==> src/rtl/pbist_pkg.sv <==
package pbist_pkg;
	// Register offsets on the management port
	localparam logic [7:0] OFF_CTRL = 8'h16;
	localparam logic [7:0] OFF_STATUS = 8'h17;
	localparam logic [7:0] OFF_BYTE_CNT = 8'h71;
	localparam logic [7:0] OFF_ERR_CNT = 8'h72;
	localparam logic [7:0] OFF_IRQ_STAT = 8'h73;
	localparam logic [7:0] OFF_IRQ_MASK = 8'h74;
	localparam int ADDR_W = 8;
	localparam int DATA_W = 16;
	localparam logic [15:0] REG_RESET = 16'h0000;

	// Control register fields
	localparam int CTRL_CNT_MODE = 15;
	localparam int CTRL_PRBS_SEL = 14;
	localparam int CTRL_SHORT_PKT = 13;
	localparam int CTRL_GEN_EN = 12;
	localparam int CTRL_LB_HI = 4;
	localparam int LB_W = 5;

	// Loopback point codes
	localparam logic [4:0] LB_NONE = 5'h00;
	localparam logic [4:0] LB_MAC_IF = 5'h01;
	localparam logic [4:0] LB_CODING = 5'h02;
	localparam logic [4:0] LB_DIGITAL = 5'h04;
	localparam logic [4:0] LB_ANALOG = 5'h08;
	localparam logic [4:0] LB_FAR_END = 5'h10;

	// Status register fields
	localparam int STAT_LOCKED = 11;
	localparam int STAT_SYNC_LOSS = 10;
	localparam int STAT_GEN_BUSY = 9;
	localparam int STAT_POWER_OK = 8;

	// Error-count register write bits
	localparam int ECNT_LOCK = 0;
	localparam int ECNT_LOCK_CLR = 1;

	// Interrupt status and mask fields
	localparam int IRQ_W = 3;
	localparam int IRQ_SYNC_LOSS = 0;
	localparam int IRQ_CNT_WRAP = 1;
	localparam int IRQ_GEN_DONE = 2;

	// Counter widths and sequence
	localparam int BCNT_W = 16;
	localparam int ECNT_W = 8;
	localparam int LFSR_W = 15;
	localparam int LEN_W = 16;
	localparam logic [14:0] LFSR_SEED = 15'h7fff;
	localparam logic [7:0] CONST_BYTE = 8'h55;

	typedef enum logic [1:0] {GEN_IDLE, GEN_SEND, GEN_GAP, GEN_DONE} pbist_gen_t;
endpackage : pbist_pkg

==> src/rtl/pbist_core.sv <==
// The strobed register port was decided locally.
`timescale 1ns/100ps
module pbist_core #(
	parameter int PKT_LEN_LONG = 1518,
	parameter int PKT_LEN_SHORT = 64,
	parameter int IPG_BYTES = 125,
	parameter int LOCK_MATCHES = 4,
	parameter int LOSS_ERRORS = 4
) (
	input wire logic clk_sys_in,
	input wire logic srst_in,
	input wire logic [pbist_pkg::ADDR_W-1:0] reg_addr_in,
	input wire logic [pbist_pkg::DATA_W-1:0] reg_wdata_in,
	input wire logic reg_wr_in,
	input wire logic reg_rd_in,
	input wire logic tx_byte_en_in,
	input wire logic [7:0] rx_data_in,
	input wire logic rx_valid_in,
	input wire logic core_normal_power_in,
	output logic [pbist_pkg::DATA_W-1:0] reg_rdata_out,
	output logic [7:0] tx_data_out,
	output logic tx_valid_out,
	output logic [pbist_pkg::LB_W-1:0] loopback_sel_out,
	output logic irq_out
);

	typedef struct packed {
		logic [pbist_pkg::DATA_W-1:0] ctrl;
		logic [pbist_pkg::DATA_W-1:0] rdata;
		pbist_pkg::pbist_gen_t gen_st;
		logic [pbist_pkg::LEN_W-1:0] len_cnt;
		logic [pbist_pkg::LEN_W-1:0] gap_cnt;
		logic [pbist_pkg::LFSR_W-1:0] gen_lfsr;
		logic [7:0] tx_data;
		logic tx_valid;
		logic [pbist_pkg::LFSR_W-1:0] chk_lfsr;
		logic [7:0] match_cnt;
		logic [7:0] miss_cnt;
		logic locked;
		logic sync_loss;
		logic power_ok;
		logic [pbist_pkg::BCNT_W-1:0] bcnt;
		logic [pbist_pkg::ECNT_W-1:0] ecnt;
		logic [pbist_pkg::BCNT_W-1:0] bcnt_snap;
		logic [pbist_pkg::ECNT_W-1:0] ecnt_snap;
		logic frozen;
		logic [pbist_pkg::IRQ_W-1:0] irq_stat;
		logic [pbist_pkg::IRQ_W-1:0] irq_mask;
		logic irq;
	} pbist_state_t;

	localparam logic [pbist_pkg::LEN_W-1:0] LEN_LONG = pbist_pkg::LEN_W'(PKT_LEN_LONG);
	localparam logic [pbist_pkg::LEN_W-1:0] LEN_SHORT = pbist_pkg::LEN_W'(PKT_LEN_SHORT);
	localparam logic [pbist_pkg::LEN_W-1:0] GAP_LEN = pbist_pkg::LEN_W'(IPG_BYTES);
	localparam logic [7:0] LOCK_N = 8'(LOCK_MATCHES);
	localparam logic [7:0] LOSS_N = 8'(LOSS_ERRORS);
	localparam logic [pbist_pkg::BCNT_W-1:0] BCNT_MAX = '1;
	localparam logic [pbist_pkg::ECNT_W-1:0] ECNT_MAX = '1;
	// Writable control bits: modes, enable and loopback; reserved bits read as zero
	localparam logic [pbist_pkg::DATA_W-1:0] CTRL_WMASK = 16'hf01f;

	pbist_state_t q_r;
	pbist_state_t q_nxt;

	// Advance the x^15+x^14+1 sequence by one byte; the low byte is the new data.
	// Generator and checker share it so both ends agree on bit order.
	function automatic logic [pbist_pkg::LFSR_W-1:0] pbist_step8(
		input logic [pbist_pkg::LFSR_W-1:0] s
	);
		logic [pbist_pkg::LFSR_W-1:0] v;
		v = s;
		for (int i = 0; i < 8; i++) begin
			v = {v[pbist_pkg::LFSR_W-2:0], v[pbist_pkg::LFSR_W-1] ^ v[pbist_pkg::LFSR_W-2]};
		end
		return v;
	endfunction : pbist_step8

	logic cnt_mode;
	logic prbs_sel;
	logic gen_en;
	logic [pbist_pkg::LEN_W-1:0] pkt_len;
	logic [pbist_pkg::LFSR_W-1:0] gen_next;
	logic [pbist_pkg::LFSR_W-1:0] chk_next;
	logic chk_active;
	logic halted;
	logic wr_ctrl;
	logic wr_ecnt;
	logic wr_irq;
	logic rd_status;

	// Decoded controls and strobes
	assign cnt_mode = q_r.ctrl[pbist_pkg::CTRL_CNT_MODE];
	assign prbs_sel = q_r.ctrl[pbist_pkg::CTRL_PRBS_SEL];
	assign gen_en = q_r.ctrl[pbist_pkg::CTRL_GEN_EN];
	assign pkt_len = q_r.ctrl[pbist_pkg::CTRL_SHORT_PKT] ? LEN_SHORT : LEN_LONG;
	assign gen_next = pbist_step8(q_r.gen_lfsr);
	assign chk_next = pbist_step8(q_r.chk_lfsr);
	assign chk_active = prbs_sel;
	assign halted = !cnt_mode && (q_r.bcnt == BCNT_MAX || q_r.ecnt == ECNT_MAX);
	assign wr_ctrl = reg_wr_in && reg_addr_in == pbist_pkg::OFF_CTRL;
	assign wr_ecnt = reg_wr_in && reg_addr_in == pbist_pkg::OFF_ERR_CNT;
	assign wr_irq = reg_wr_in && reg_addr_in == pbist_pkg::OFF_IRQ_STAT;
	assign rd_status = reg_rd_in && reg_addr_in == pbist_pkg::OFF_STATUS;

	// Next-state logic for the whole block
	always_comb begin
		logic [pbist_pkg::IRQ_W-1:0] ev;
		logic mismatch;
		ev = '0;
		mismatch = 1'b0;
		q_nxt = q_r;
		q_nxt.tx_valid = 1'b0;
		q_nxt.rdata = '0;
		q_nxt.power_ok = core_normal_power_in;

		// Control register; reserved bits stay zero
		if (wr_ctrl) begin
			q_nxt.ctrl = reg_wdata_in & CTRL_WMASK;
		end
		if (reg_wr_in && reg_addr_in == pbist_pkg::OFF_IRQ_MASK) begin
			q_nxt.irq_mask = reg_wdata_in[pbist_pkg::IRQ_W-1:0];
		end

		// Packet generator, one byte per slot strobe
		case (q_r.gen_st)
			pbist_pkg::GEN_IDLE: begin
				if (gen_en) begin
					q_nxt.gen_st = pbist_pkg::GEN_SEND;
					q_nxt.len_cnt = '0;
					q_nxt.gen_lfsr = pbist_pkg::LFSR_SEED;
				end
			end
			pbist_pkg::GEN_SEND: begin
				if (!gen_en) begin
					q_nxt.gen_st = pbist_pkg::GEN_IDLE;
				end else if (tx_byte_en_in) begin
					q_nxt.tx_valid = 1'b1;
					if (prbs_sel) begin
						q_nxt.tx_data = gen_next[7:0];
						q_nxt.gen_lfsr = gen_next;
					end else begin
						q_nxt.tx_data = pbist_pkg::CONST_BYTE;
					end
					q_nxt.len_cnt = q_r.len_cnt + 16'h0001;
					if (q_r.len_cnt == pkt_len - 16'h0001) begin
						q_nxt.gap_cnt = '0;
						// Constant mode stops after a single packet
						q_nxt.gen_st = prbs_sel ? pbist_pkg::GEN_GAP : pbist_pkg::GEN_DONE;
						ev[pbist_pkg::IRQ_GEN_DONE] = !prbs_sel;
					end
				end
			end
			pbist_pkg::GEN_GAP: begin
				if (!gen_en) begin
					q_nxt.gen_st = pbist_pkg::GEN_IDLE;
				end else if (tx_byte_en_in) begin
					q_nxt.gap_cnt = q_r.gap_cnt + 16'h0001;
					if (q_r.gap_cnt == GAP_LEN - 16'h0001) begin
						q_nxt.len_cnt = '0;
						q_nxt.gen_st = pbist_pkg::GEN_SEND;
					end
				end
			end
			pbist_pkg::GEN_DONE: begin
				// Holds until software clears the enable, so only one packet goes out
				if (!gen_en) begin
					q_nxt.gen_st = pbist_pkg::GEN_IDLE;
				end
			end
			default: begin
				q_nxt.gen_st = pbist_pkg::GEN_IDLE;
			end
		endcase

		// Checker: reseed from the stream until enough bytes match, then track it
		if (!chk_active) begin
			q_nxt.locked = 1'b0;
			q_nxt.match_cnt = '0;
			q_nxt.miss_cnt = '0;
		end else if (rx_valid_in) begin
			mismatch = rx_data_in != chk_next[7:0];
			if (!q_r.locked) begin
				q_nxt.chk_lfsr = {q_r.chk_lfsr[pbist_pkg::LFSR_W-9:0], rx_data_in};
				q_nxt.match_cnt = mismatch ? 8'h00 : q_r.match_cnt + 8'h01;
				if (!mismatch && q_r.match_cnt == LOCK_N - 8'h01) begin
					q_nxt.locked = 1'b1;
					q_nxt.miss_cnt = '0;
				end
			end else begin
				q_nxt.chk_lfsr = chk_next;
				q_nxt.miss_cnt = mismatch ? q_r.miss_cnt + 8'h01 : 8'h00;
				if (mismatch && q_r.miss_cnt == LOSS_N - 8'h01) begin
					q_nxt.locked = 1'b0;
					q_nxt.match_cnt = '0;
					ev[pbist_pkg::IRQ_SYNC_LOSS] = 1'b1;
				end
			end
		end

		// Byte and error counters; halted in single mode at any maximum
		if (chk_active && rx_valid_in && !halted) begin
			q_nxt.bcnt = q_r.bcnt + 16'h0001;
			if (q_r.bcnt == BCNT_MAX) begin
				ev[pbist_pkg::IRQ_CNT_WRAP] = 1'b1;
			end
			if (q_r.locked && mismatch) begin
				q_nxt.ecnt = q_r.ecnt + 8'h01;
				if (q_r.ecnt == ECNT_MAX) begin
					ev[pbist_pkg::IRQ_CNT_WRAP] = 1'b1;
				end
			end
		end

		// Lock and lock-and-clear; a write with neither bit releases the freeze
		if (wr_ecnt) begin
			if (reg_wdata_in[pbist_pkg::ECNT_LOCK] || reg_wdata_in[pbist_pkg::ECNT_LOCK_CLR]) begin
				q_nxt.frozen = 1'b1;
				q_nxt.bcnt_snap = q_r.bcnt;
				q_nxt.ecnt_snap = q_r.ecnt;
			end else begin
				q_nxt.frozen = 1'b0;
			end
			if (reg_wdata_in[pbist_pkg::ECNT_LOCK_CLR]) begin
				q_nxt.bcnt = '0;
				q_nxt.ecnt = '0;
			end
		end

		// Sync loss latches; a read clears it, but a new loss in that cycle wins
		if (rd_status) begin
			q_nxt.sync_loss = 1'b0;
		end
		if (ev[pbist_pkg::IRQ_SYNC_LOSS]) begin
			q_nxt.sync_loss = 1'b1;
		end

		// Sticky interrupt bits, write one to clear, set beats clear
		q_nxt.irq_stat = (q_r.irq_stat & ~(wr_irq ? reg_wdata_in[pbist_pkg::IRQ_W-1:0] : 3'h0))
			| ev;
		q_nxt.irq = |(q_nxt.irq_stat & q_nxt.irq_mask);

		// Read data appears the cycle after the strobe; unmapped reads give zero
		if (reg_rd_in) begin
			case (reg_addr_in)
				pbist_pkg::OFF_CTRL: q_nxt.rdata = q_r.ctrl;
				pbist_pkg::OFF_STATUS: begin
					q_nxt.rdata[pbist_pkg::STAT_LOCKED] = q_r.locked;
					q_nxt.rdata[pbist_pkg::STAT_SYNC_LOSS] = q_r.sync_loss;
					q_nxt.rdata[pbist_pkg::STAT_GEN_BUSY] = q_r.gen_st == pbist_pkg::GEN_SEND
						|| q_r.gen_st == pbist_pkg::GEN_GAP;
					q_nxt.rdata[pbist_pkg::STAT_POWER_OK] = q_r.power_ok;
				end
				pbist_pkg::OFF_BYTE_CNT: q_nxt.rdata = q_r.frozen ? q_r.bcnt_snap : q_r.bcnt;
				pbist_pkg::OFF_ERR_CNT: q_nxt.rdata = {8'h00, q_r.frozen ? q_r.ecnt_snap : q_r.ecnt};
				pbist_pkg::OFF_IRQ_STAT: q_nxt.rdata = {13'h0000, q_r.irq_stat};
				pbist_pkg::OFF_IRQ_MASK: q_nxt.rdata = {13'h0000, q_r.irq_mask};
				default: q_nxt.rdata = '0;
			endcase
		end
	end

	// State register with synchronous reset
	always_ff @(posedge clk_sys_in) begin
		if (srst_in) begin
			q_r <= '0;
			q_r.ctrl <= pbist_pkg::REG_RESET;
			q_r.gen_st <= pbist_pkg::GEN_IDLE;
		end else begin
			q_r <= q_nxt;
		end
	end

	// Outputs straight from the state register
	assign reg_rdata_out = q_r.rdata;
	assign tx_data_out = q_r.tx_data;
	assign tx_valid_out = q_r.tx_valid;
	assign loopback_sel_out = q_r.ctrl[pbist_pkg::CTRL_LB_HI:0];
	assign irq_out = q_r.irq;

endmodule : pbist_core

==> config.mk <==
export PLATFORM = sky130hd
export DESIGN_NAME = pbist_core
export DESIGN_NICKNAME = d
export VERILOG_FILES = /design/src/rtl/pbist_pkg.sv /design/src/rtl/pbist_core.sv
export SDC_FILE = /design/constraint.sdc
export NUM_CORES = 1
export LEC_CHECK = 0
export ABC_AREA = 1
export BUFFER_PORTS_ARGS = -buffer_cell sky130_fd_sc_hd__clkbuf_2
export CAP_MARGIN = 0
export CORE_UTILIZATION = 56
export CTS_BUF_LIST = sky130_fd_sc_hd__clkbuf_4 sky130_fd_sc_hd__clkbuf_8
export DETAILED_ROUTE_END_ITERATION = 10
export PLACE_DENSITY = 0.78
export REMOVE_ABC_BUFFERS = 1
export SKIP_LAST_GASP = 1
export SLEW_MARGIN = 30
export SYNTH_ARGS = -nofsm -noshare
export SYNTH_HDL_FRONTEND = slang
export SYNTH_SLANG_ARGS = --single-unit
==> constraint.sdc <==
create_clock -name clk_sys_in -period 1.8 [get_ports clk_sys_in]
set_input_delay 0.27 -clock clk_sys_in [delete_from_list [all_inputs] [get_ports clk_sys_in]]
set_output_delay 0.27 -clock clk_sys_in [all_outputs]
set_load 0.05 [all_outputs]
# After elaboration in Yosys (flattened, before gate mapping)
# Cells that the tools add are included.
# word_totals
inputBits,39
regBits,173
output_inout_bits,31
wordCells,175
# classes
n_eq_ne,30
reduce_logical,37
n_addsub,7
bitwise_logic,24
muxes,55
# ops
operator,count
$mux 24,3
$mux 58,1
$mux 56,1
$mux 49,1
$add 16x1->16 const B,3
$mux 8,6
$pmux 16 s3,1
$pmux 8 s5,1
$mux 18,2
$mux 34,1
$eq 8x7->1 const B,4
$mux 16,2
$mux 32,1
$pmux 16 s2,1
$mux 15,2
$pmux 15 s2,1
$mux 25,1
$add 8x1->8 const B,3
$mux 1,19
$ne 2x2->1 const B,9
$eq 16x16->1,1
$eq 16x16->1 const B,1
$eq 16x7->1 const B,1
$eq 8x2->1 const B,2
32 further kinds,85

# Logic depth before layout (Yosys ltp)
# Gate-level depths: netlist of the first run.
# logic_depth
depth_word,10
mapped_depth,14

# Worst setup path after synthesis of the first run
# Ideal clock, no wire load.
# synth_timing
path_kind,register to register
startpoint,reg q_r[146] (netlist name)
endpoint,reg q_r[137] (netlist name)
stages_incl_launch_ff,11
t_arrival_ns,1.700
required_ns,1.676
setup_time_ns,0.124
synth_period_minus_slack_ns,1.823
path_slack_ns,-0.023
cell_sequence,dfxtp_1 inv_1 ha_1 buf_2 nor2_1 inv_1 a21oi_1 nand2_2 buf_2 nor3_1 a21oi_1
# synth_between
elab_chain_len,3
# synth_rtl
item,line_no,rtl
start: declaration,pbist_core.sv:62,pbist_state_t q_r;
start signal: assignment,pbist_core.sv:269,q_r <= q_nxt;
"$eq 2x2->1, or another cell as far along",pbist_core.sv:125,case (q_r.gen_st)
$ne 2x2->1 (no line) or $reduce_bool 3->1 (tied branches),-,
$reduce_and 7->1 (no line),-,
# Several ways; a longest one is shown, not always the timed one.
# A chain may end at the register's enable or synchronous reset.

# Final worst setup path of the first run
# layout_timing
startpoint,reg q_r[114] (netlist name)
endpoint,reg q_r[139] (netlist name)
# layout_between
elab_chain_len,3
# layout_rtl
item,line_no,rtl
$eq 16x7->1,pbist_core.sv:158,if (q_r.gap_cnt == GAP_LEN - 16'h0001) begin
$ne 2x2->1 (no line),-,
$reduce_and 7->1 (no line),-,
# Every way passes these cells.

==> metrics.txt, run 1 <==
# TYPE chip_impl_metric gauge
chip_impl_metric{name="synth_xor_area_frac",unit=""} 0.0413
chip_impl_metric{name="cp_data_required_time",unit="ns"} 2.18
chip_impl_metric{name="grt_pass1_vias",unit=""} 7646
chip_impl_info{name="layout.cells.most_common",value="sky130_fd_sc_hd__nand2_1"} 1
chip_impl_metric{name="antenna_found_initial",unit=""} 0
chip_impl_metric{name="pd_cells",unit="nW/um2"} 702
chip_impl_metric{name="route.detailed.drc",unit=""} 0
chip_impl_info{name="endpoint",value="q_r[139]"} 1
chip_impl_metric{name="clock_power_share",unit=""} 0.348
chip_impl_metric{name="cts_sinks",unit=""} 173
chip_impl_metric{name="synthDistinctLibCells",unit=""} 39
chip_impl_metric{name="grt_overflow_total",unit=""} 0
chip_impl_metric{name="drt_wl_total",unit="um"} 21800
chip_impl_metric{name="final.fill_count",unit=""} 1286
chip_impl_metric{name="timing.clock.skew",unit="ns"} 0.0146
chip_impl_metric{name="netlist_area",unit="um2"} 8900
chip_impl_metric{name="asr_flop_ratio_synth",unit=""} 0
chip_impl_info{name="critPathCaptureType",value="flip-flop"} 1
chip_impl_metric{name="tightestPinTransition",unit="ns"} 0.486
chip_impl_metric{name="cp_max_fo",unit=""} 7
chip_impl_metric{name="synth-compound-area-share",unit=""} 0.161
chip_impl_metric{name="via_count",unit=""} 8646
chip_impl_metric{name="die_width",unit="um"} 128
chip_impl_metric{name="synth_simple_gate_area_frac",unit=""} 0.277
chip_impl_metric{name="yosys-mux-area-fraction",unit=""} 0
chip_impl_metric{name="drtPass1Iterations",unit=""} 5
chip_impl_info{name="cts_tree",value="built"} 1
chip_impl_metric{name="power_report.internal_total",unit="W"} 0.00526
chip_impl_metric{name="multiInputGateArea",unit="um2"} 4670
chip_impl_metric{name="share_seq_of_total_power",unit=""} 0.526
chip_impl_metric{name="route.detailed.vias_per_inst",unit=""} 5.29
chip_impl_info{name="outcome",value="complete, no violations"} 1
chip_impl_metric{name="p_sw_frac",unit=""} 0.288
chip_impl_metric{name="maxcap_violations",unit=""} 0
chip_impl_metric{name="place_congestion",unit=""} 0.899
chip_impl_metric{name="final-setup-viol-count",unit=""} 0
chip_impl_metric{name="synth_edf_count",unit=""} 0
chip_impl_metric{name="slew_viol_final",unit=""} 0
chip_impl_metric{name="fp.dieArea",unit="um2"} 16400
chip_impl_metric{name="port_buffers",unit=""} 62
chip_impl_metric{name="path_clk_slew",unit="ns"} 0.09
chip_impl_metric{name="reg2reg_slack",unit="ns"} 0.01
chip_impl_metric{name="min_period_over_period",unit=""} 0.992
chip_impl_info{name="setup.worst_path.class",value="flip-flop to flip-flop"} 1
chip_impl_metric{name="finalWorstPathRequiredPeriod",unit="ns"} 1.79
chip_impl_metric{name="timing.reg2reg.worst_path_depth",unit=""} 12
chip_impl_metric{name="seq_area_frac_synth",unit=""} 0.389
chip_impl_metric{name="power.static_leakage",unit="nW"} 4.41
chip_impl_metric{name="antenna_cells",unit=""} 0
chip_impl_metric{name="irDropWorstVdd",unit="mV"} 0.680
chip_impl_info{name="hp-class",value="primary input to flip-flop"} 1
chip_impl_metric{name="global_route.usage.total",unit=""} 0.267
chip_impl_metric{name="layout_setup_ws",unit="ns"} 0.0149
chip_impl_metric{name="detail_route.iter0.violations",unit=""} 516
chip_impl_metric{name="rows",unit=""} 45
chip_impl_metric{name="placement.setup.worst_slack",unit="ns"} -0.0195
chip_impl_metric{name="routed_wire_length_per_instance",unit="um"} 13.3
chip_impl_metric{name="die_height",unit="um"} 128
chip_impl_info{name="root_buf_cell",value="sky130_fd_sc_hd__clkbuf_8"} 1
chip_impl_info{name="synth_flop_cell",value="sky130_fd_sc_hd__dfxtp_1"} 1
chip_impl_metric{name="num_io_pins",unit=""} 70
chip_impl_metric{name="numCtsBuffers",unit=""} 17
chip_impl_metric{name="synth-seq-cells",unit=""} 173
chip_impl_info{name="startpoint_type",value="flip-flop"} 1
chip_impl_info{name="capture_point_of_the_worst_reg_to_reg_path",value="q_r[139]"} 1
chip_impl_metric{name="post_route_cells_drive_above_1_share",unit=""} 0.206
chip_impl_info{name="reg2reg_from",value="q_r[114]"} 1
chip_impl_info{name="mostFrequentLayoutCells",value="292 x sky130_fd_sc_hd__nand2_1, 159 x sky130_fd_sc_hd__dfxtp_1, 136 x sky130_fd_sc_hd__inv_1"} 1
chip_impl_metric{name="place.detailed.hpwl",unit="um"} 15800
chip_impl_metric{name="total_switching_power",unit="W"} 0.00213
chip_impl_metric{name="fin_nets",unit=""} 1462
chip_impl_metric{name="synth_fa_ha_area_frac",unit=""} 0.0169
chip_impl_metric{name="initial_utilization",unit=""} 0.579
chip_impl_metric{name="total_power",unit="W"} 0.00739
chip_impl_info{name="critPathLaunch",value="q_r[114]"} 1
chip_impl_metric{name="relSlewSlack",unit=""} 0.673
chip_impl_metric{name="clock_path_buffers",unit=""} 2
chip_impl_metric{name="timing.final.hold_violations",unit=""} 0
chip_impl_metric{name="critPathArrivalTime",unit="ns"} 2.16
chip_impl_metric{name="comb_power_share",unit=""} 0.125
chip_impl_metric{name="layout.area.seq",unit="um2"} 3480
chip_impl_metric{name="avg_synthesized_cell_area",unit="um2"} 6.83
chip_impl_metric{name="yosys_warning_count",unit=""} 0
chip_impl_metric{name="clk-insertion-delay-late",unit="ns"} 0.48
chip_impl_metric{name="cts_htree_levels",unit=""} 4
chip_impl_metric{name="grt_start_max_net_pins",unit=""} 33
chip_impl_metric{name="first_pass_grt_wire_length",unit="um"} 35000
chip_impl_metric{name="syn_to_final_growth",unit="%"} 18.1
chip_impl_metric{name="drt_antenna_net_count",unit=""} 0
chip_impl_metric{name="core-area",unit="um2"} 15400
chip_impl_metric{name="fin_util",unit=""} 0.684
chip_impl_metric{name="number_of_standard_cells_after_synthesis",unit=""} 1304
chip_impl_info{name="grt_setup_unrepaired",value="yes"} 1
chip_impl_info{name="main_combinational_cell_family_by_area_after_synthesis",value="simple AND/OR/NAND/NOR gates"} 1
chip_impl_metric{name="fmax",unit="MHz"} 560
## worst min-delay path by stage
| stage | from | to | cells past startpoint |
|---|---|---|---|
| global placement | tx_data_out[6] | tx_data_out[6] | 2 |
| CTS | reg_wdata_in[15] | cnt_mode | 3 |
| global route | reg_wdata_in[15] | cnt_mode | 3 |
| finish | reg_wdata_in[15] | cnt_mode | 3 |
| detailed placement | tx_data_out[6] | tx_data_out[6] | 2 |
| floorplan | srst_in | gen_next[11] | 1 |
## cells in the mapped netlist (all sizes together) (5+ instances only)
cell type  number  share of area
inv           161          0.068
o211ai         10         0.0084
a21oi         143          0.084
nand3          78          0.044
nor2          132          0.062
clkbuf         22         0.0093
nand4          19          0.013
nand2         308           0.13
buf            50          0.037
nor4            5         0.0042
nor3           22          0.012
dfxtp         173           0.39
ha             12          0.017
xor2           38          0.037
o21ai         102          0.058
## sequential cells by signal, indices dropped and copies added, names as in the netlist
register,count
q_r,125
loopback_sel_out,5
chk_active,1
gen_en,1
reg_rdata_out,16
gen_next,7
tx_valid_out,1
tx_data_out,8
cnt_mode,1
chk_next,7
irq_out,1
## per-layer routing
| layer | up-vias | track usage | share of wire |
|---|---|---|---|
| met5 | - | 0 | 0 |
| met2 | 230 | 0.453 | 0.48 |
| met3 | 32 | 0.0488 | 0.047 |
| met4 | 0 | 0.0920 | 0.022 |
| li1 | 4412 | - | - |
| met1 | 3972 | 0.339 | 0.45 |
## repair_timing
item | in CTS | in global routing
gates resized for setup | 4 | 75
endpoints found under the setup margin | 16 | 84
endpoints found under the hold margin | 1 | 0
gates cloned | 0 | 2
hold buffers | 1 | 0
pin swaps | 0 | 17
buffers inserted | 0 | 5
## metrics by stage
step	hold slack [ns]	area (um2)	TNS (ns)	instances
2_1_floorplan	0.339	8490	-1.13	1232
3_3_place_gp	0.435	9800	-0.00345	1595
3_5_place_dp	0.446	9800	-0.0514	1595
4_1_cts	0.0551	10200	-0.0472	1628
5_1_grt	0.0608	10500	-0.409	1635
6_report	0.0664	10500	0	1635
## final cells by class
cell class | count | share of cell area
Sequential cell | 173 | 0.331
Multi-Input combinational cell | 896 | 0.444
Tap cell | 211 | 0.0251
Timing Repair Buffer | 160 | 0.106
Clock inverter | 12 | 0.00975
Inverter | 163 | 0.0589
Clock buffer | 20 | 0.0250
## power by group through the flow
stage                     Sequential [W]  Clock [W]  Combinational (W)
after floorplan                  0.00397          0           0.000434
after global placement           0.00397          0           0.000765
final                            0.00389    0.00257           0.000926
after global routing             0.00390    0.00275            0.00101
after CTS                        0.00389    0.00258           0.000792
after detailed placement         0.00398          0           0.000778
## worst max-delay path, cell delays in order (launching register included)
cell                      delay (ns)
sky130_fd_sc_hd__dfxtp_2        0.33
sky130_fd_sc_hd__inv_2          0.07
sky130_fd_sc_hd__ha_4           0.13
sky130_fd_sc_hd__nand3_2        0.07
sky130_fd_sc_hd__nor3_2         0.15
sky130_fd_sc_hd__nand2_1        0.10
sky130_fd_sc_hd__a21oi_2        0.24
sky130_fd_sc_hd__nand2_4        0.14
sky130_fd_sc_hd__buf_6          0.16
sky130_fd_sc_hd__inv_2          0.06
sky130_fd_sc_hd__nand2_1        0.05
sky130_fd_sc_hd__xor2_1         0.14
sky130_fd_sc_hd__nor2_1         0.05
## cell families after synthesis
group	count (synthesis)
buf+inv	235
fa+ha+maj	12
compound gates	266
flops	173
xor+xnor	42
simple gates	576
Power figures use the tool's default switching activity.
==> inputs of run 2 (changes only) <==
- CORE_UTILIZATION: 56 -> 45
- PLACE_DENSITY: 0.78 -> 0.65
==> run 2 against run 1 <==
Compared with the run above: non-clock buffer count up 6; clock skew down 0.0035 ns; global-route usage down 4.3 points; sequential share of layout area down 0.29 points; clock-buffer cell count down 2; highest routed layer unchanged.
==> metrics.txt, run 2 (synthesis gave the netlist of run 1 again) <==
# TYPE chip_impl_metric gauge
chip_impl_metric{name="finalWorstPathRequiredPeriod",unit="ns"} 1.74
chip_impl_metric{name="timing.reg2reg.worst_path_depth",unit=""} 12
chip_impl_info{name="outcome",value="complete, no violations"} 1
chip_impl_metric{name="irDropWorstVdd",unit="mV"} 0.460
chip_impl_metric{name="tightestPinTransition",unit="ns"} 0.508
chip_impl_metric{name="largest_register_ff_count",unit=""} 125
chip_impl_metric{name="relSlewSlack",unit=""} 0.661
chip_impl_metric{name="post_route_cells_drive_above_1_share",unit=""} 0.209
chip_impl_info{name="hp-class",value="primary input to flip-flop"} 1
chip_impl_metric{name="grt_overflow_total",unit=""} 0
chip_impl_metric{name="rows",unit=""} 51
chip_impl_info{name="reg2reg_from",value="q_r[41]"} 1
chip_impl_info{name="layout.cells.most_common",value="sky130_fd_sc_hd__nand2_1"} 1
chip_impl_metric{name="core-area",unit="um2"} 19400
chip_impl_metric{name="route.detailed.drc",unit=""} 0
chip_impl_metric{name="drtPass1Iterations",unit=""} 5
chip_impl_metric{name="reg2reg_slack",unit="ns"} 0.06
chip_impl_metric{name="post-place-cells",unit=""} 1658
chip_impl_metric{name="timing.final.hold_violations",unit=""} 0
chip_impl_metric{name="num_io_pins",unit=""} 70
chip_impl_metric{name="cp_max_fo",unit=""} 6
chip_impl_info{name="holdPathEnd",value="cnt_mode"} 1
chip_impl_metric{name="grt_start_max_net_pins",unit=""} 65
chip_impl_metric{name="power.static_leakage",unit="nW"} 4.45
chip_impl_info{name="startpoint_type",value="flip-flop"} 1
chip_impl_metric{name="fmax",unit="MHz"} 576
chip_impl_metric{name="die_width",unit="um"} 143
chip_impl_info{name="mostFrequentLayoutCells",value="293 x sky130_fd_sc_hd__nand2_1, 156 x sky130_fd_sc_hd__dfxtp_1, 136 x sky130_fd_sc_hd__inv_1"} 1
chip_impl_metric{name="first_pass_grt_wire_length",unit="um"} 35800
chip_impl_info{name="timing.critical_path.cells",value="ha_4 -> nand2_2 -> nor2_2 -> nand2_1 -> o21ai_2 -> nand2_2 -> nand2_4 -> buf_6 -> nor2_2 -> nand2_1 -> xor2_1 -> nor2_1"} 1
chip_impl_metric{name="cts_htree_levels",unit=""} 4
chip_impl_metric{name="fin_util",unit=""} 0.547
chip_impl_metric{name="path_clk_slew",unit="ns"} 0.10
chip_impl_metric{name="final-setup-viol-count",unit=""} 0
chip_impl_metric{name="route.detailed.vias_per_inst",unit=""} 4.98
chip_impl_metric{name="die_height",unit="um"} 143
chip_impl_metric{name="cpPeakStageDelay",unit="ns"} 0.36
chip_impl_info{name="capture_point_of_the_worst_reg_to_reg_path",value="q_r[45]"} 1
chip_impl_info{name="slowest_stage",value="sky130_fd_sc_hd__dfxtp_2"} 1
chip_impl_metric{name="pd_cells",unit="nW/um2"} 721
chip_impl_metric{name="grt_pass1_vias",unit=""} 7566
chip_impl_metric{name="via_count",unit=""} 8437
chip_impl_metric{name="global_route.usage.total",unit=""} 0.223
chip_impl_metric{name="timing.clock.skew",unit="ns"} 0.0111
chip_impl_metric{name="numCtsBuffers",unit=""} 17
chip_impl_metric{name="syn_to_final_growth",unit="%"} 19.2
chip_impl_info{name="start_point_of_the_worst_min_delay_path",value="reg_wdata_in[15]"} 1
chip_impl_metric{name="antenna_found_initial",unit=""} 0
chip_impl_metric{name="detail_route.iter0.violations",unit=""} 448
chip_impl_metric{name="antenna_cells",unit=""} 0
chip_impl_metric{name="maxcap_violations",unit=""} 0
chip_impl_metric{name="clock_path_buffers",unit=""} 2
chip_impl_metric{name="drt_wl_total",unit="um"} 22100
chip_impl_metric{name="critPathArrivalTime",unit="ns"} 2.09
chip_impl_metric{name="cp_data_required_time",unit="ns"} 2.16
chip_impl_metric{name="place.detailed.hpwl",unit="um"} 15900
chip_impl_metric{name="layout.area.seq",unit="um2"} 3480
chip_impl_metric{name="routed_wire_length_per_instance",unit="um"} 13.0
chip_impl_metric{name="fp.dieArea",unit="um2"} 20400
chip_impl_metric{name="cts_sinks",unit=""} 173
chip_impl_info{name="critPathCaptureType",value="flip-flop"} 1
chip_impl_metric{name="fin_nets",unit=""} 1468
chip_impl_metric{name="min_delay_path_depth",unit=""} 3
chip_impl_info{name="setup.worst_path.class",value="flip-flop to flip-flop"} 1
chip_impl_info{name="regMostFlops",value="q_r"} 1
chip_impl_metric{name="slew_viol_final",unit=""} 0
chip_impl_metric{name="place_congestion",unit=""} 0.877
chip_impl_metric{name="clk-insertion-delay-late",unit="ns"} 0.47
chip_impl_metric{name="port_buffers",unit=""} 62
chip_impl_metric{name="post_layout_nonfiller_instances",unit=""} 1695
chip_impl_metric{name="final.fill_count",unit=""} 1899
chip_impl_metric{name="initial_utilization",unit=""} 0.459
chip_impl_metric{name="multiInputGateArea",unit="um2"} 4630
chip_impl_info{name="cts_tree",value="built"} 1
chip_impl_metric{name="drt_antenna_net_count",unit=""} 0
chip_impl_metric{name="min_period_over_period",unit=""} 0.965
chip_impl_info{name="root_buf_cell",value="sky130_fd_sc_hd__clkbuf_8"} 1
chip_impl_info{name="grt_setup_unrepaired",value="yes"} 1
-- run 2: cell count changes in the layout (fill, tap and decap cells not counted), sizes merged --
cell / delta
buf: +5
inv: +2
clkbuf: -1
clkinv: -1
bufinv: +1
-- run 2: final cells by class --
class,count,share of cell area
multi-input combinational,896,0.436
inverter,163,0.0581
clock buffer,18,0.0228
sequential,173,0.328
timing repair buffer,166,0.110
tap,265,0.0312
clock inverter,14,0.0141
-- run 2: worst max path at each step --
stage          startpoint       end  slack (ns)  cells after the start
6_report          q_r[41]   q_r[45]        0.06                     12
5_1_grt          q_r[135]  q_r[114]       -0.05                     12
4_1_cts           q_r[32]   q_r[45]      -0.007                     12
3_5_place_dp      q_r[32]   q_r[45]       -0.03                     12
3_3_place_gp      q_r[32]   q_r[45]      -0.004                     12
2_1_floorplan    q_r[146]  q_r[136]       -0.08                     10
-- run 2: what timing repair did --
item	in CTS	in global routing
endpoints found under the hold margin	1	0
pin swaps	0	12
endpoints found under the setup margin	12	88
hold buffers	1	0
cloned	0	2
setup buffers	0	3
gates resized for setup	3	72
-- run 2: routing by layer --
metal	vias to the layer above	wire, um	track usage
met4	0	438	0.0764
met5	-	0	0
met3	23	794	0.0426
met1	3853	10300	0.290
met2	143	10500	0.369
li1	4418	-	-
-- run 2: worst max-delay path, delay by kind of cell, from the launching register on --
| family | cells | cell delay, ns |
|---|---|---|
| xor+xnor | 1 | 0.15 |
| flops | 1 | 0.36 |
| compound gates | 1 | 0.17 |
| buf+inv | 1 | 0.14 |
| simple gates | 8 | 0.66 |
| fa+ha+maj | 1 | 0.14 |
-- run 2: metrics by stage --
step | power (W) | hold slack (ns) | instance area, um2 | TNS (ns) | worst slack [ns]
2_1_floorplan | 0.00441 | 0.339 | 8490 | -1.13 | -0.0811
3_3_place_gp | 0.00481 | 0.435 | 9910 | -0.00389 | -0.00389
3_5_place_dp | 0.00483 | 0.438 | 9910 | -0.0729 | -0.0299
4_1_cts | 0.00755 | 0.0430 | 10300 | -0.00726 | -0.00669
5_1_grt | 0.00800 | 0.0786 | 10600 | -0.445 | -0.0482
6_report | 0.00766 | 0.0727 | 10600 | 0 | 0.0634
-- run 2: power by group --
part / total [W] / internal (W) / switching (W)
clock: 0.00273 / 0.00117 / 0.00156
sequential: 0.00389 / 0.00386 / 0.0000310
combinational: 0.00104 / 0.000443 / 0.000593
total: 0.00766 / 0.00547 / 0.00219
==> inputs of run 3 (changes only) <==
- CELL_PAD_IN_SITES_DETAIL_PLACEMENT: unset -> 1
- CELL_PAD_IN_SITES_GLOBAL_PLACEMENT: unset -> 1
- CORE_UTILIZATION: 45 -> 41
- PLACE_DENSITY: 0.65 -> unset
- PLACE_DENSITY_LB_ADDON: unset -> 0.1
==> run 3 against run 2 <==
Compared with the run above: global-route usage grew 2.6 points; critical path type unchanged; clock power grew 2%; largest power group unchanged; cell count grew 1.6%.
==> metrics.txt, run 3 (synthesis gave the netlist of run 1 again) <==
# TYPE chip_impl_metric gauge
chip_impl_info{name="outcome",value="complete, no violations"} 1
chip_impl_metric{name="via_count",unit=""} 8781
chip_impl_info{name="regMostFlops",value="q_r"} 1
chip_impl_info{name="slowest_stage",value="sky130_fd_sc_hd__dfxtp_2"} 1
chip_impl_info{name="cts_tree",value="built"} 1
chip_impl_metric{name="wl_met2",unit="um"} 13700
chip_impl_metric{name="fin_tns_setup",unit="ns"} 0
chip_impl_metric{name="maxcap_violations",unit=""} 0
chip_impl_metric{name="met3WireLength",unit="um"} 512
chip_impl_metric{name="fin_util",unit=""} 0.518
chip_impl_metric{name="num_io_pins",unit=""} 70
chip_impl_metric{name="cpPeakStageDelay",unit="ns"} 0.38
chip_impl_metric{name="pd_cells",unit="nW/um2"} 708
chip_impl_metric{name="fp.dieArea",unit="um2"} 22300
chip_impl_metric{name="grt_pass1_vias",unit=""} 9089
chip_impl_metric{name="critPathArrivalTime",unit="ns"} 2.21
chip_impl_info{name="hp-class",value="primary input to flip-flop"} 1
chip_impl_metric{name="route.detailed.vias_per_inst",unit=""} 5.10
chip_impl_metric{name="route.detailed.drc",unit=""} 0
chip_impl_metric{name="path_clk_slew",unit="ns"} 0.11
chip_impl_metric{name="grt_start_max_net_pins",unit=""} 65
chip_impl_metric{name="core-area",unit="um2"} 21200
chip_impl_metric{name="first_pass_grt_wire_length",unit="um"} 44100
chip_impl_metric{name="fin_nets",unit=""} 1485
chip_impl_metric{name="antenna_found_initial",unit=""} 0
chip_impl_metric{name="cts_sinks",unit=""} 173
chip_impl_metric{name="syn_to_final_growth",unit="%"} 23.0
chip_impl_metric{name="largest_register_ff_count",unit=""} 125
chip_impl_metric{name="relSlewSlack",unit=""} 0.679
chip_impl_metric{name="critical_path.n_buffers_inverters",unit=""} 2
chip_impl_metric{name="numCtsBuffers",unit=""} 17
chip_impl_info{name="critPathCaptureType",value="flip-flop"} 1
chip_impl_info{name="grt_setup_unrepaired",value="yes"} 1
chip_impl_info{name="startpoint_type",value="flip-flop"} 1
chip_impl_metric{name="place_congestion",unit=""} 0.853
chip_impl_metric{name="drtPass1Iterations",unit=""} 4
chip_impl_metric{name="placement.setup.worst_slack",unit="ns"} -0.0646
chip_impl_metric{name="fmax",unit="MHz"} 560
chip_impl_info{name="setup.worst_path.class",value="flip-flop to flip-flop"} 1
chip_impl_metric{name="power.static_leakage",unit="nW"} 4.61
chip_impl_metric{name="die_height",unit="um"} 149
chip_impl_metric{name="min_period_over_period",unit=""} 0.993
chip_impl_metric{name="cts_htree_levels",unit=""} 4
chip_impl_metric{name="clk-insertion-delay-late",unit="ns"} 0.48
chip_impl_info{name="timing.critical_path.max_delay_family",value="simple AND/OR/NAND/NOR gates"} 1
chip_impl_metric{name="post_route_cells_drive_above_1_share",unit=""} 0.245
chip_impl_metric{name="final.fill_count",unit=""} 2767
chip_impl_metric{name="cp_max_fo",unit=""} 4
chip_impl_metric{name="finalWorstPathRequiredPeriod",unit="ns"} 1.79
chip_impl_info{name="top_layer",value="met4"} 1
chip_impl_metric{name="timing.clock.skew",unit="ns"} 0.0183
chip_impl_metric{name="global_route.usage.total",unit=""} 0.249
chip_impl_metric{name="detail_route.iter0.violations",unit=""} 305
chip_impl_metric{name="sum_of_routed_wire_segments_on_met1",unit="um"} 12500
chip_impl_metric{name="tightestPinTransition",unit="ns"} 0.480
chip_impl_info{name="reg2reg_from",value="q_r[40]"} 1
chip_impl_metric{name="final-setup-viol-count",unit=""} 0
chip_impl_metric{name="port_buffers",unit=""} 62
chip_impl_info{name="layout.cells.most_common",value="sky130_fd_sc_hd__nand2_1"} 1
chip_impl_metric{name="slew_viol_final",unit=""} 0
chip_impl_metric{name="antenna_cells",unit=""} 0
chip_impl_metric{name="drt_wl_total",unit="um"} 27200
chip_impl_info{name="start_point_of_the_worst_min_delay_path",value="reg_wdata_in[3]"} 1
chip_impl_info{name="mostFrequentLayoutCells",value="278 x sky130_fd_sc_hd__nand2_1, 152 x sky130_fd_sc_hd__dfxtp_1, 133 x sky130_fd_sc_hd__inv_1, 133 x sky130_fd_sc_hd__a21oi_1, 109 x sky130_fd_sc_hd__buf_4"} 1
chip_impl_metric{name="cp_data_required_time",unit="ns"} 2.22
chip_impl_metric{name="routed_wire_length_per_instance",unit="um"} 15.8
chip_impl_metric{name="place.detailed.hpwl",unit="um"} 19600
chip_impl_metric{name="irDropWorstVdd",unit="mV"} 0.472
chip_impl_metric{name="total_power",unit="W"} 0.00776
chip_impl_metric{name="clock_path_buffers",unit=""} 2
chip_impl_metric{name="drt_antenna_net_count",unit=""} 0
chip_impl_info{name="timing.critical_path.cells",value="ha_4 -> nand2_4 -> nor2_4 -> nand2_2 -> o21ai_2 -> nand2_2 -> nand2_4 -> nor2_1 -> buf_4 -> buf_4 -> nand3_1 -> nand2_1 -> a21oi_1"} 1
chip_impl_info{name="critPathLaunch",value="q_r[40]"} 1
chip_impl_info{name="root_buf_cell",value="sky130_fd_sc_hd__clkbuf_8"} 1
chip_impl_metric{name="rows",unit=""} 53
chip_impl_metric{name="initial_utilization",unit=""} 0.421
chip_impl_metric{name="timing.final.hold_violations",unit=""} 0
chip_impl_metric{name="grt_overflow_total",unit=""} 0
chip_impl_metric{name="layout_setup_ws",unit="ns"} 0.0128
chip_impl_metric{name="die_width",unit="um"} 149
run 3: final timing paths:
check	endpoint	slack, ns	cells past startpoint
max	q_r[54]	0.01	13
max reg2reg	q_r[54]	0.01	13
min reg2reg	q_r[109]	0.46	2
min	loopback_sel_out[3]	0.06	3
run 3: area by class of cell:
type,count,area [um2],area share
Clock buffer,18,248,0.0226
Clock inverter,14,151,0.0138
Inverter,163,619,0.0565
Multi-Input combinational cell,896,4760,0.434
Sequential cell,173,3490,0.319
Tap cell,275,344,0.0314
Timing Repair Buffer,183,1340,0.122
run 3: power by group:
part	internal [W]	leakage [nW]	total [W]	switching, W
logic	0.000445	3.00	0.00108	0.000636
clock network	0.00107	0.203	0.00278	0.00171
registers	0.00386	1.40	0.00389	0.0000340
total	0.00538	4.61	0.00776	0.00238
run 3: repair_timing:
action                     CTS  global route
hold endpoints to repair     1             0
gates resized for setup     19           103
hold buffers                 1             0
setup buffers                2             5
setup endpoints to repair   36            88
gates cloned                 0             2
pin swaps                    3            21
run 3: per-stage QoR:
stage          cell area [um2]  instances  hold WS [ns]
2_1_floorplan             8490       1232         0.339
3_3_place_gp             10100       1680         0.435
3_5_place_dp             10100       1680         0.443
4_1_cts                  10500       1715        0.0357
5_1_grt                  11000       1722        0.0595
6_report                 11000       1722        0.0552
run 3: worst register-to-register path: stages, from the launching register on:
cell,delay [ns]
sky130_fd_sc_hd__dfxtp_2,0.38
sky130_fd_sc_hd__ha_4,0.16
sky130_fd_sc_hd__nand2_4,0.06
sky130_fd_sc_hd__nor2_4,0.13
sky130_fd_sc_hd__nand2_2,0.07
sky130_fd_sc_hd__o21ai_2,0.17
sky130_fd_sc_hd__nand2_2,0.10
sky130_fd_sc_hd__nand2_4,0.11
sky130_fd_sc_hd__nor2_1,0.06
sky130_fd_sc_hd__buf_4,0.15
sky130_fd_sc_hd__buf_4,0.13
sky130_fd_sc_hd__nand3_1,0.06
sky130_fd_sc_hd__nand2_1,0.05
sky130_fd_sc_hd__a21oi_1,0.12
run 3: metal layers:
metal	GRT usage	vias to the layer above
li1	-	4457
met4	0.0755	0
met1	0.308	4215
met3	0.0309	28
met5	0	-
met2	0.446	81
